==> src/hdl/otp_prog_pkg.sv <==
// Constants for the one-time-programmable memory programmer
package otp_prog_pkg;

  // ----------------------------------------------------------------
  // Array geometry
  // ----------------------------------------------------------------
  localparam int ADDR_W = 18;
  localparam int DATA_W = 8;
  localparam int ID_CODE_BIT = 0;

  // ----------------------------------------------------------------
  // Timing
  // ----------------------------------------------------------------
  localparam int CLK_HZ = 20_000_000;
  localparam int PULSE_US = 100;
  localparam int PULSE_MIN_US = 95;
  localparam int PULSE_MAX_US = 105;
  localparam int SETUP_US = 2;
  localparam int OE_VALID_NS = 150;
  localparam int FLOAT_NS = 130;
  localparam int PULSE_CYC = PULSE_US * (CLK_HZ / 1_000_000);
  localparam int PULSE_MIN_CYC = PULSE_MIN_US * (CLK_HZ / 1_000_000);
  localparam int PULSE_MAX_CYC = PULSE_MAX_US * (CLK_HZ / 1_000_000);
  localparam int SETUP_CYC = SETUP_US * (CLK_HZ / 1_000_000);
  localparam int OE_VALID_CYC =
    (OE_VALID_NS * (CLK_HZ / 1_000_000) + 999) / 1000;
  localparam int FLOAT_CYC =
    (FLOAT_NS * (CLK_HZ / 1_000_000) + 999) / 1000;

  // ----------------------------------------------------------------
  // Retry limit
  // ----------------------------------------------------------------
  localparam int MAX_RETRY = 10;

  // ----------------------------------------------------------------
  // Supply level selections
  // ----------------------------------------------------------------
  localparam logic [1:0] SUPPLY_NORMAL = 2'h0;
  localparam logic [1:0] SUPPLY_PROGRAM = 2'h1;
  localparam logic [1:0] SUPPLY_ID = 2'h2;

  typedef enum logic [3:0] {
    ST_IDLE      = 4'h0,
    ST_POWER_UP  = 4'h1,
    ST_SETUP     = 4'h2,
    ST_PULSE     = 4'h3,
    ST_HOLD      = 4'h4,
    ST_VERIFY    = 4'h5,
    ST_SAMPLE    = 4'h6,
    ST_FLOAT     = 4'h7,
    ST_POWER_DN  = 4'h8,
    ST_FINAL     = 4'h9,
    ST_FIN_SMP   = 4'ha,
    ST_DONE      = 4'hb,
    ST_ID_READ   = 4'hc,
    ST_ID_SMP    = 4'hd
  } prog_state_t;

  typedef enum logic [1:0] {
    PH_FIRST  = 2'h0,
    PH_VERIFY = 2'h1,
    PH_FINAL  = 2'h2
  } phase_t;

endpackage : otp_prog_pkg

==> src/hdl/otp_delay_timer.sv <==
// Down-counting delay timer with one-cycle done pulse
`timescale 1ns/1ps
`default_nettype none
module otp_delay_timer #(
  parameter int CNT_W = 12
) (
  // Clock and reset
  input  wire logic             clk_in,
  input  wire logic             rst_n_in,
  // Control
  input  wire logic             load_in,
  input  wire logic [CNT_W-1:0] count_in,
  // Status
  output logic                  done_out
);

  initial
  begin
    if (CNT_W < 2)
      $error("otp_delay_timer: CNT_W too small");
  end

  logic [CNT_W-1:0] cnt_reg;
  logic [CNT_W-1:0] cnt_next;
  logic             run_reg;
  logic             run_next;
  logic             done_reg;
  logic             done_next;

  always_comb
  begin
    cnt_next  = cnt_reg;
    run_next  = run_reg;
    done_next = 1'b0;
    if (load_in)
    begin
      cnt_next = count_in;
      run_next = 1'b1;
    end
    else if (run_reg)
    begin
      if (cnt_reg <= CNT_W'(1))
      begin
        run_next  = 1'b0;
        done_next = 1'b1;
      end
      else
        cnt_next = cnt_reg - CNT_W'(1);
    end
  end

  always_ff @(posedge clk_in or negedge rst_n_in)
  begin
    if (!rst_n_in)
    begin
      cnt_reg  <= '0;
      run_reg  <= 1'b0;
      done_reg <= 1'b0;
    end
    else
    begin
      cnt_reg  <= cnt_next;
      run_reg  <= run_next;
      done_reg <= done_next;
    end
  end

  assign done_out = done_reg;

endmodule : otp_delay_timer
`default_nettype wire

==> src/hdl/otp_programmer.sv <==
// Programmer controller for a 256K x 8 one-time-programmable memory
//
// Summary of operation
// - Start programming at the lowest array address before any strobe.
// - Raise core to 6.5V and programming supply to 13.0V first.
// - Each program strobe low pulse lasts 95 to 105 us, nominal 100.
// - First pass: one nominal pulse per address, no read-back.
// - Then verify every address again from the lowest, reprogram on mismatch.
// - On mismatch apply single extra pulses, up to ten, verifying each.
// - Still wrong after ten retries: stop, report the part failed.
// - Good byte advances address; loop ends after the last address.
// - After the loop return both supplies to the normal level.
// - Read every byte at normal supply, compare, declare pass or fail.
// - Identification voltage on id line; code bit selects maker or part.
`timescale 1ns/1ps
`default_nettype none
module otp_programmer #(
  parameter int ADDR_W = otp_prog_pkg::ADDR_W,
  parameter int PULSE_CYC = otp_prog_pkg::PULSE_CYC,
  parameter int SETUP_CYC = otp_prog_pkg::SETUP_CYC,
  parameter int MAX_RETRY = otp_prog_pkg::MAX_RETRY
) (
  // Clock and reset
  input  wire logic              clk_sys_in,
  input  wire logic              arst_n_in,
  // User command
  input  wire logic              start_prog_in,
  input  wire logic              start_id_in,
  input  wire logic [ADDR_W-1:0] last_addr_in,
  // Source data lookup
  output logic [ADDR_W-1:0]      src_addr_out,
  input  wire logic [7:0]        src_data_in,
  // Status
  output logic                   busy_out,
  output logic                   done_out,
  output logic                   pass_out,
  output logic                   fail_out,
  output logic [ADDR_W-1:0]      fail_addr_out,
  output logic [7:0]             maker_code_out,
  output logic [7:0]             part_code_out,
  output logic                   id_valid_out,
  // Memory pins
  output logic [ADDR_W-1:0]      mem_addr_out,
  output logic [7:0]             mem_data_out,
  output logic                   mem_data_oe_n_out,
  input  wire logic [7:0]        mem_data_in,
  output logic                   chip_select_n_out,
  output logic                   output_enable_n_out,
  output logic                   program_strobe_n_out,
  // Supply and identification voltage switches
  output logic [1:0]             vcc_sel_out,
  output logic [1:0]             vpp_sel_out,
  output logic                   identification_high_voltage_out
);

  // ----------------------------------------------------------------
  // Elaboration checks
  // ----------------------------------------------------------------
  localparam int TW = 12;
  initial
  begin
    if (PULSE_CYC < otp_prog_pkg::PULSE_MIN_CYC && PULSE_CYC < 2)
      $error("otp_programmer: PULSE_CYC too small");
    if (PULSE_CYC >= (1 << TW) || SETUP_CYC >= (1 << TW))
      $error("otp_programmer: timer too narrow");
    if (MAX_RETRY < 1 || MAX_RETRY > 15)
      $error("otp_programmer: MAX_RETRY out of range");
  end

  // ----------------------------------------------------------------
  // State
  // ----------------------------------------------------------------
  otp_prog_pkg::prog_state_t st_reg, st_next;
  otp_prog_pkg::phase_t      ph_reg, ph_next;
  logic [ADDR_W-1:0] addr_reg, addr_next;
  logic [3:0]        retry_reg, retry_next;
  logic [7:0]        dout_reg, dout_next;
  logic              doe_n_reg, doe_n_next;
  logic              cs_n_reg, cs_n_next;
  logic              oe_n_reg, oe_n_next;
  logic              pgm_n_reg, pgm_n_next;
  logic [1:0]        vcc_reg, vcc_next;
  logic [1:0]        vpp_reg, vpp_next;
  logic              vid_reg, vid_next;
  logic              busy_reg, busy_next;
  logic              done_reg, done_next;
  logic              pass_reg, pass_next;
  logic              fail_reg, fail_next;
  logic [ADDR_W-1:0] faddr_reg, faddr_next;
  logic [7:0]        maker_reg, maker_next;
  logic [7:0]        part_reg, part_next;
  logic              idv_reg, idv_next;
  logic              tload;
  logic [TW-1:0]     tcount;
  logic              tdone;
  logic              rs1_reg, rst_n;

  // ----------------------------------------------------------------
  // Reset release
  // ----------------------------------------------------------------
  always_ff @(posedge clk_sys_in or negedge arst_n_in)
  begin
    if (!arst_n_in)
    begin
      rs1_reg <= 1'b0;
      rst_n   <= 1'b0;
    end
    else
    begin
      rs1_reg <= 1'b1;
      rst_n   <= rs1_reg;
    end
  end

  otp_delay_timer #(
    .CNT_W(TW)
  ) u_timer (
    .clk_in  (clk_sys_in),
    .rst_n_in(rst_n),
    .load_in (tload),
    .count_in(tcount),
    .done_out(tdone)
  );

  function automatic logic [TW-1:0] cyc(input int n);
    cyc = TW'(n < 1 ? 1 : n);
  endfunction : cyc

  // ----------------------------------------------------------------
  // Sequencer
  // ----------------------------------------------------------------
  always_comb
  begin
    st_next = st_reg;
    ph_next = ph_reg;
    addr_next = addr_reg;
    retry_next = retry_reg;
    dout_next = dout_reg;
    doe_n_next = doe_n_reg;
    cs_n_next = cs_n_reg;
    oe_n_next = oe_n_reg;
    pgm_n_next = pgm_n_reg;
    vcc_next = vcc_reg;
    vpp_next = vpp_reg;
    vid_next = vid_reg;
    busy_next = busy_reg;
    done_next = 1'b0;
    pass_next = pass_reg;
    fail_next = fail_reg;
    faddr_next = faddr_reg;
    maker_next = maker_reg;
    part_next = part_reg;
    idv_next = idv_reg;
    tload = 1'b0;
    tcount = cyc(SETUP_CYC);
    case (st_reg)
      otp_prog_pkg::ST_IDLE:
      begin
        if (start_prog_in)
        begin
          addr_next = '0;
          vcc_next = otp_prog_pkg::SUPPLY_PROGRAM;
          vpp_next = otp_prog_pkg::SUPPLY_PROGRAM;
          ph_next = otp_prog_pkg::PH_FIRST;
          busy_next = 1'b1;
          pass_next = 1'b0;
          fail_next = 1'b0;
          tload = 1'b1;
          st_next = otp_prog_pkg::ST_POWER_UP;
        end
        else if (start_id_in)
        begin
          // Raise id line, select maker code
          vid_next = 1'b1;
          addr_next = '0;
          idv_next = 1'b0;
          busy_next = 1'b1;
          cs_n_next = 1'b0;
          oe_n_next = 1'b0;
          tload = 1'b1;
          st_next = otp_prog_pkg::ST_ID_READ;
        end
      end
      otp_prog_pkg::ST_POWER_UP:
        if (tdone)
        begin
          dout_next = src_data_in;
          doe_n_next = 1'b0;
          cs_n_next = 1'b0;
          tload = 1'b1;
          st_next = otp_prog_pkg::ST_SETUP;
        end
      otp_prog_pkg::ST_SETUP:
        if (tdone)
        begin
          // Nominal width; timer adds a cycle
          pgm_n_next = 1'b0;
          tload = 1'b1;
          tcount = cyc(PULSE_CYC - 1);
          st_next = otp_prog_pkg::ST_PULSE;
        end
      otp_prog_pkg::ST_PULSE:
        if (tdone)
        begin
          pgm_n_next = 1'b1;
          tload = 1'b1;
          st_next = otp_prog_pkg::ST_HOLD;
        end
      otp_prog_pkg::ST_HOLD:
        if (tdone)
        begin
          doe_n_next = 1'b1;
          if (ph_reg == otp_prog_pkg::PH_FIRST)
          begin
            // One pulse per address, no read
            if (addr_reg == last_addr_in)
            begin
              addr_next = '0;
              retry_next = '0;
              ph_next = otp_prog_pkg::PH_VERIFY;
              tload = 1'b1;
              st_next = otp_prog_pkg::ST_VERIFY;
            end
            else
            begin
              addr_next = addr_reg + ADDR_W'(1);
              tload = 1'b1;
              st_next = otp_prog_pkg::ST_POWER_UP;
            end
          end
          else
          begin
            tload = 1'b1;
            st_next = otp_prog_pkg::ST_VERIFY;
          end
        end
      otp_prog_pkg::ST_VERIFY:
        if (tdone)
        begin
          // Strobe high, select and enable low
          pgm_n_next = 1'b1;
          cs_n_next = 1'b0;
          oe_n_next = 1'b0;
          tload = 1'b1;
          tcount = cyc(otp_prog_pkg::OE_VALID_CYC);
          st_next = otp_prog_pkg::ST_SAMPLE;
        end
      otp_prog_pkg::ST_SAMPLE:
        if (tdone)
        begin
          oe_n_next = 1'b1;
          tload = 1'b1;
          tcount = cyc(otp_prog_pkg::FLOAT_CYC);
          st_next = otp_prog_pkg::ST_FLOAT;
          if (mem_data_in == src_data_in)
          begin
            retry_next = '0;
            if (addr_reg == last_addr_in)
            begin
              vcc_next = otp_prog_pkg::SUPPLY_NORMAL;
              vpp_next = otp_prog_pkg::SUPPLY_NORMAL;
              tcount = cyc(SETUP_CYC);
              st_next = otp_prog_pkg::ST_POWER_DN;
            end
            else
              addr_next = addr_reg + ADDR_W'(1);
          end
          else if (retry_reg == 4'(MAX_RETRY))
          begin
            fail_next = 1'b1;
            faddr_next = addr_reg;
            vcc_next = otp_prog_pkg::SUPPLY_NORMAL;
            vpp_next = otp_prog_pkg::SUPPLY_NORMAL;
            st_next = otp_prog_pkg::ST_DONE;
          end
          else
          begin
            retry_next = retry_reg + 4'h1;
            tcount = cyc(SETUP_CYC);
            dout_next = src_data_in;
            doe_n_next = 1'b0;
            st_next = otp_prog_pkg::ST_SETUP;
          end
        end
      otp_prog_pkg::ST_FLOAT:
        // Wait for device to float bus
        if (tdone)
        begin
          tload = 1'b1;
          st_next = otp_prog_pkg::ST_VERIFY;
        end
      otp_prog_pkg::ST_POWER_DN:
        if (tdone)
        begin
          addr_next = '0;
          ph_next = otp_prog_pkg::PH_FINAL;
          cs_n_next = 1'b0;
          oe_n_next = 1'b0;
          tload = 1'b1;
          tcount = cyc(otp_prog_pkg::OE_VALID_CYC);
          st_next = otp_prog_pkg::ST_FIN_SMP;
        end
      otp_prog_pkg::ST_FIN_SMP:
        if (tdone)
        begin
          if (mem_data_in != src_data_in)
          begin
            fail_next = 1'b1;
            faddr_next = addr_reg;
            st_next = otp_prog_pkg::ST_DONE;
          end
          else if (addr_reg == last_addr_in)
          begin
            pass_next = 1'b1;
            st_next = otp_prog_pkg::ST_DONE;
          end
          else
          begin
            // Address change under steady enables; wait full valid time
            addr_next = addr_reg + ADDR_W'(1);
            tload = 1'b1;
            tcount = cyc(otp_prog_pkg::OE_VALID_CYC);
          end
        end
      otp_prog_pkg::ST_ID_READ, otp_prog_pkg::ST_ID_SMP:
        if (tdone)
        begin
          // Code bit low maker, high part
          if (st_reg == otp_prog_pkg::ST_ID_READ)
          begin
            maker_next = mem_data_in;
            addr_next = ADDR_W'(1) << otp_prog_pkg::ID_CODE_BIT;
            tload = 1'b1;
            st_next = otp_prog_pkg::ST_ID_SMP;
          end
          else
          begin
            part_next = mem_data_in;
            idv_next = 1'b1;
            vid_next = 1'b0;
            st_next = otp_prog_pkg::ST_DONE;
          end
        end
      otp_prog_pkg::ST_DONE:
      begin
        cs_n_next = 1'b1;
        oe_n_next = 1'b1;
        pgm_n_next = 1'b1;
        doe_n_next = 1'b1;
        busy_next = 1'b0;
        done_next = 1'b1;
        st_next = otp_prog_pkg::ST_IDLE;
      end
      default:
        st_next = otp_prog_pkg::ST_IDLE;
    endcase
  end

  always_ff @(posedge clk_sys_in or negedge rst_n)
  begin
    if (!rst_n)
    begin
      st_reg <= otp_prog_pkg::ST_IDLE;
      ph_reg <= otp_prog_pkg::PH_FIRST;
      addr_reg <= '0;
      retry_reg <= '0;
      dout_reg <= '0;
      doe_n_reg <= 1'b1;
      cs_n_reg <= 1'b1;
      oe_n_reg <= 1'b1;
      pgm_n_reg <= 1'b1;
      vcc_reg <= otp_prog_pkg::SUPPLY_NORMAL;
      vpp_reg <= otp_prog_pkg::SUPPLY_NORMAL;
      vid_reg <= 1'b0;
      busy_reg <= 1'b0;
      done_reg <= 1'b0;
      pass_reg <= 1'b0;
      fail_reg <= 1'b0;
      faddr_reg <= '0;
      maker_reg <= '0;
      part_reg <= '0;
      idv_reg <= 1'b0;
    end
    else
    begin
      st_reg <= st_next;
      ph_reg <= ph_next;
      addr_reg <= addr_next;
      retry_reg <= retry_next;
      dout_reg <= dout_next;
      doe_n_reg <= doe_n_next;
      cs_n_reg <= cs_n_next;
      oe_n_reg <= oe_n_next;
      pgm_n_reg <= pgm_n_next;
      vcc_reg <= vcc_next;
      vpp_reg <= vpp_next;
      vid_reg <= vid_next;
      busy_reg <= busy_next;
      done_reg <= done_next;
      pass_reg <= pass_next;
      fail_reg <= fail_next;
      faddr_reg <= faddr_next;
      maker_reg <= maker_next;
      part_reg <= part_next;
      idv_reg <= idv_next;
    end
  end

  assign src_addr_out = addr_reg;
  assign mem_addr_out = addr_reg;
  assign mem_data_out = dout_reg;
  assign mem_data_oe_n_out = doe_n_reg;
  assign chip_select_n_out = cs_n_reg;
  assign output_enable_n_out = oe_n_reg;
  assign program_strobe_n_out = pgm_n_reg;
  assign vcc_sel_out = vcc_reg;
  assign vpp_sel_out = vpp_reg;
  assign identification_high_voltage_out = vid_reg;
  assign busy_out = busy_reg;
  assign done_out = done_reg;
  assign pass_out = pass_reg;
  assign fail_out = fail_reg;
  assign fail_addr_out = faddr_reg;
  assign maker_code_out = maker_reg;
  assign part_code_out = part_reg;
  assign id_valid_out = idv_reg;

endmodule : otp_programmer
`default_nettype wire

==> config.mk <==
export PLATFORM = sky130hd
export DESIGN_NAME = otp_programmer
export DESIGN_NICKNAME = d
export VERILOG_FILES = /design/src/hdl/otp_prog_pkg.sv /design/src/hdl/otp_delay_timer.sv /design/src/hdl/otp_programmer.sv
export SDC_FILE = /design/constraint.sdc
export NUM_CORES = 1
export LEC_CHECK = 0
export ABC_AREA = 1
export BUFFER_PORTS_ARGS = -buffer_cell sky130_fd_sc_hd__buf_2
export CAP_MARGIN = 10
export CORE_MARGIN = 5
export CORE_UTILIZATION = 35
export DETAILED_ROUTE_END_ITERATION = 10
export PLACE_DENSITY = 0.63
export SYNTH_ARGS = -nofsm -noshare
export SYNTH_HDL_FRONTEND = slang
export SYNTH_SLANG_ARGS = --single-unit
==> constraint.sdc <==
create_clock -name clk_sys_in -period 2.9 [get_ports clk_sys_in]
set_input_delay 0.58 -clock clk_sys_in [delete_from_list [all_inputs] [get_ports clk_sys_in]]
set_output_delay 0.58 -clock clk_sys_in [all_outputs]
set_load 0.01 [all_outputs]
==> impl_metrics.py <==
metrics = {
    "outcome": {
        "status": "completed",
    },
    "die": {
        "fp.dieW_um": 138,
        "die_area_mm2": 0.0191,
        "ioPinCount": 130,
        "start_util_pct": 35.9,
        "fp.coreArea_mm2": 0.0160,
        "die_h_um": 138,
        "rows": 46,
    },
    "clock_network": {
        "clk_latency_ps": 360,
        "clk_pin_slew_ps": 80,
        "cts-resized-gates": 0,
        "cts-hold-fix-buffers": 1,
        "cts_tree": "done",
        "cts_max_level": 3,
        "cts_root_buf": "clkbuf_16",
        "cts_sinks": 97,
        "cts_buffers": 9,
        "postCtsSetupBuffers": 0,
        "clock_path_buffers": 2,
    },
    "pwr": {
        "power.share.combinational_pct": 42.9,
        "cell_internal_pwr_mw": 3.22,
        "seqPwrFrac_pct": 34.2,
        "p_per_area_mw_per_mm2": 820,
        "p_leak_nw": 3.58,
        "p_switching_mw": 2.39,
        "peakVddDrop_uv": 418,
        "power_frac_clock_pct": 22.9,
        "p_sw_share_pct": 42.6,
    },
    "critical_path": {
        "worstSetupStartpointType": "flop",
        "path_cells": "nor2_1, inv_2, nor2_2, inv_2, nor2_1, nor4_2, o21ai_2, nor2_4, buf_4, o21ai_0, o21ai_0",
        "cp_slowest_cell": "dfrtp_1",
        "worst_setup_path_end_kind": "flop",
        "cpPeakStageDelay_ps": 500,
        "cp.required_ps": 3170,
        "crit_type": "flop to flop",
        "cp_max_fo": 18,
        "arrival_ps": 2610,
    },
    "synthesis": {
        "syn_area_mm2": 0.00574,
        "synthFlopType": "dfrtp_1",
        "synth_common_cells": "212 x nand2_1, 93 x dfrtp_1, 90 x inv_1",
        "ys_seq_area_share_pct": 42.4,
        "synth_top_area_share_pct": 40.5,
        "yosysTopAreaCell": "dfrtp_1",
        "ys_types": 50,
        "ys_warn_count": 0,
        "synthCells": 764,
        "ys_async_sr_fraction_pct": 100,
        "synth_edf_count": 0,
        "syn_area_per_cell_um2": 7.51,
        "synth.area.top_cells": "dfrtp_1 41%, nand2_1 14%, inv_1 5.9%, o21ai_0 5.8%, nor2_1 4.6%",
        "ys_ff_latch": 97,
        "yosysMostFrequentCell": "nand2_1",
    },
    "drt": {
        "wirelength_um": 15900,
        "vias": 5211,
        "viasPerCell": 4.73,
        "drc_errors": 0,
        "drt.antenna.violating_nets": 0,
        "wl_per_cell_um": 14.5,
        "drt-initial-drc-count": 365,
        "first_pass_iters": 5,
    },
    "flow_run": {
        "cap_violations": 0,
    },
    "sta": {
        "setup_violations": 0,
        "setup-tns-final_ps": 0,
        "slew_headroom_pct": 36.7,
        "slew_viol_final": 0,
        "finalCritPeriodShare_pct": 80.5,
        "fmax_ghz": 0.428,
        "hold_viol": 0,
        "fin_crit_ps": 2340,
        "rsz0062_at_grt": "no",
        "fin_worst_skew_ps": 12.2,
        "worst_slew_pin_slew_ps": 939,
    },
    "global_route": {
        "grt_max_degree": 55,
        "grt_usage_pct": 16.6,
        "grt_pass1_vias": 4869,
        "grt_antenna_before_repair": 0,
        "grt_first_pass_wirelength_um": 26300,
        "grt.overflow.total": 0,
    },
    "min_path": {
        "worstHoldPathType": "flop to flop",
    },
    "placed_design": {
        "placed_cells": 1085,
        "io_buffer_count": 127,
        "dp_hpwl_um": 12200,
        "globalplace.congestion": 0.940,
        "place_area_mm2": 0.00653,
    },
    "layout": {
        "drive_gt1_share_pct": 24.2,
        "stdcell_count": 1102,
        "fin_area_mm2": 0.00685,
        "area_growth_pct": 19.3,
        "diodes": 0,
        "post-route-util_pct": 42.8,
        "nets": 924,
    },
}
## layout by cell type, fill, tap and decap left out, types with 2 or more instances in the layout
cell type and instances:
nand2_1 212, buf_2 127, dfrtp_1 92, inv_1 90, nor2_1 70, o21ai_0 66
nand3_1 38, nor3_1 21, o21ai_2 20, xor2_1 15, inv_2 12, a21oi_1 11
clkbuf_16 9, buf_4 9, nand4_1 8, xnor2_1 8, nor2_2 6, o21ai_1 6
ha_1 5, nand3b_1 4, dfstp_2 4, nand2_2 3, nand2_4 3, nor2_4 3
o211ai_1 3, o2111ai_1 3, nor4_1 3, conb_1 3, inv_8 3, clkinv_1 2
inv_6 2, buf_12 2
## worst paths after layout
| check | start | end | slack [ps] | depth (start not counted) |
|---|---|---|---|---|
| max | st_reg[1] | mem_addr_out[8] | 560 | 11 |
| min | rs1_reg | rst_n | 360 | 0 |
| max reg2reg | st_reg[1] | mem_addr_out[8] | 560 | 11 |
| min reg2reg | rs1_reg | rst_n | 360 | 0 |
| max in group asynchronous | rst_n | mem_addr_out[14] | 1810 | 1 |
| min in group asynchronous | rst_n | mem_data_out[3] | 390 | 0 |
## routing by layer
layer | vias to the layer above | wire, um | track usage (%)
li1 | 2654 | - | -
met1 | 2399 | 7940 | 24.6
met2 | 145 | 6930 | 24.6
met3 | 13 | 874 | 3.28
met4 | 0 | 205 | 4.68
met5 | - | 0 | 0
## metrics by stage
stage / setup WS (ps) / hold WS [ps] / power (mW)
after floorplan: 4.97 / 284 / 3.63
after global placement: 481 / 336 / 4.35
after detailed placement: 450 / 340 / 4.35
after CTS: 582 / 358 / 5.65
after global routing: 311 / 359 / 6.08
final: 565 / 356 / 5.61
## final cells by class
class | instances | area [um2]
multi-input combinational | 530 | 2690
clock buffer | 10 | 229
tap | 216 | 270
sequential | 97 | 2440
fill | 1695 | 9160
clock inverter | 6 | 81.3
inverter | 104 | 390
timing repair buffer | 139 | 753
## power by group through the flow
stage                     logic [mW]  registers (mW)  clock network [mW]
after detailed placement        2.41            1.94                   0
after global placement          2.40            1.95                   0
after global routing            2.74            1.97                1.37
after floorplan                 1.64            1.99                   0
after CTS                       2.42            1.92                1.31
final                           2.41            1.92                1.28
## kinds of logic (layout without fill, tap and decap cells)
group           Yosys count  after routing  share of synthesized area [%]
compound gates          121            121                           13.0
xor+xnor                 23             23                           3.51
fa+ha+maj                 5              5                           1.09
buf+inv                 138            259                           10.9
flops                    97             97                           42.4
other cells               2              3                          0.131
simple gates            378            378                           29.0
## worst max-delay path: cells and delay by family, from the launching register on
family                 cells  cell delay [ps]
AOI/OAI and AO/OA          3              310
buffers and inverters      3              560
DFF                        1              500
and+or+nand+nor            5              880
(Power assumes the default switching activity.)
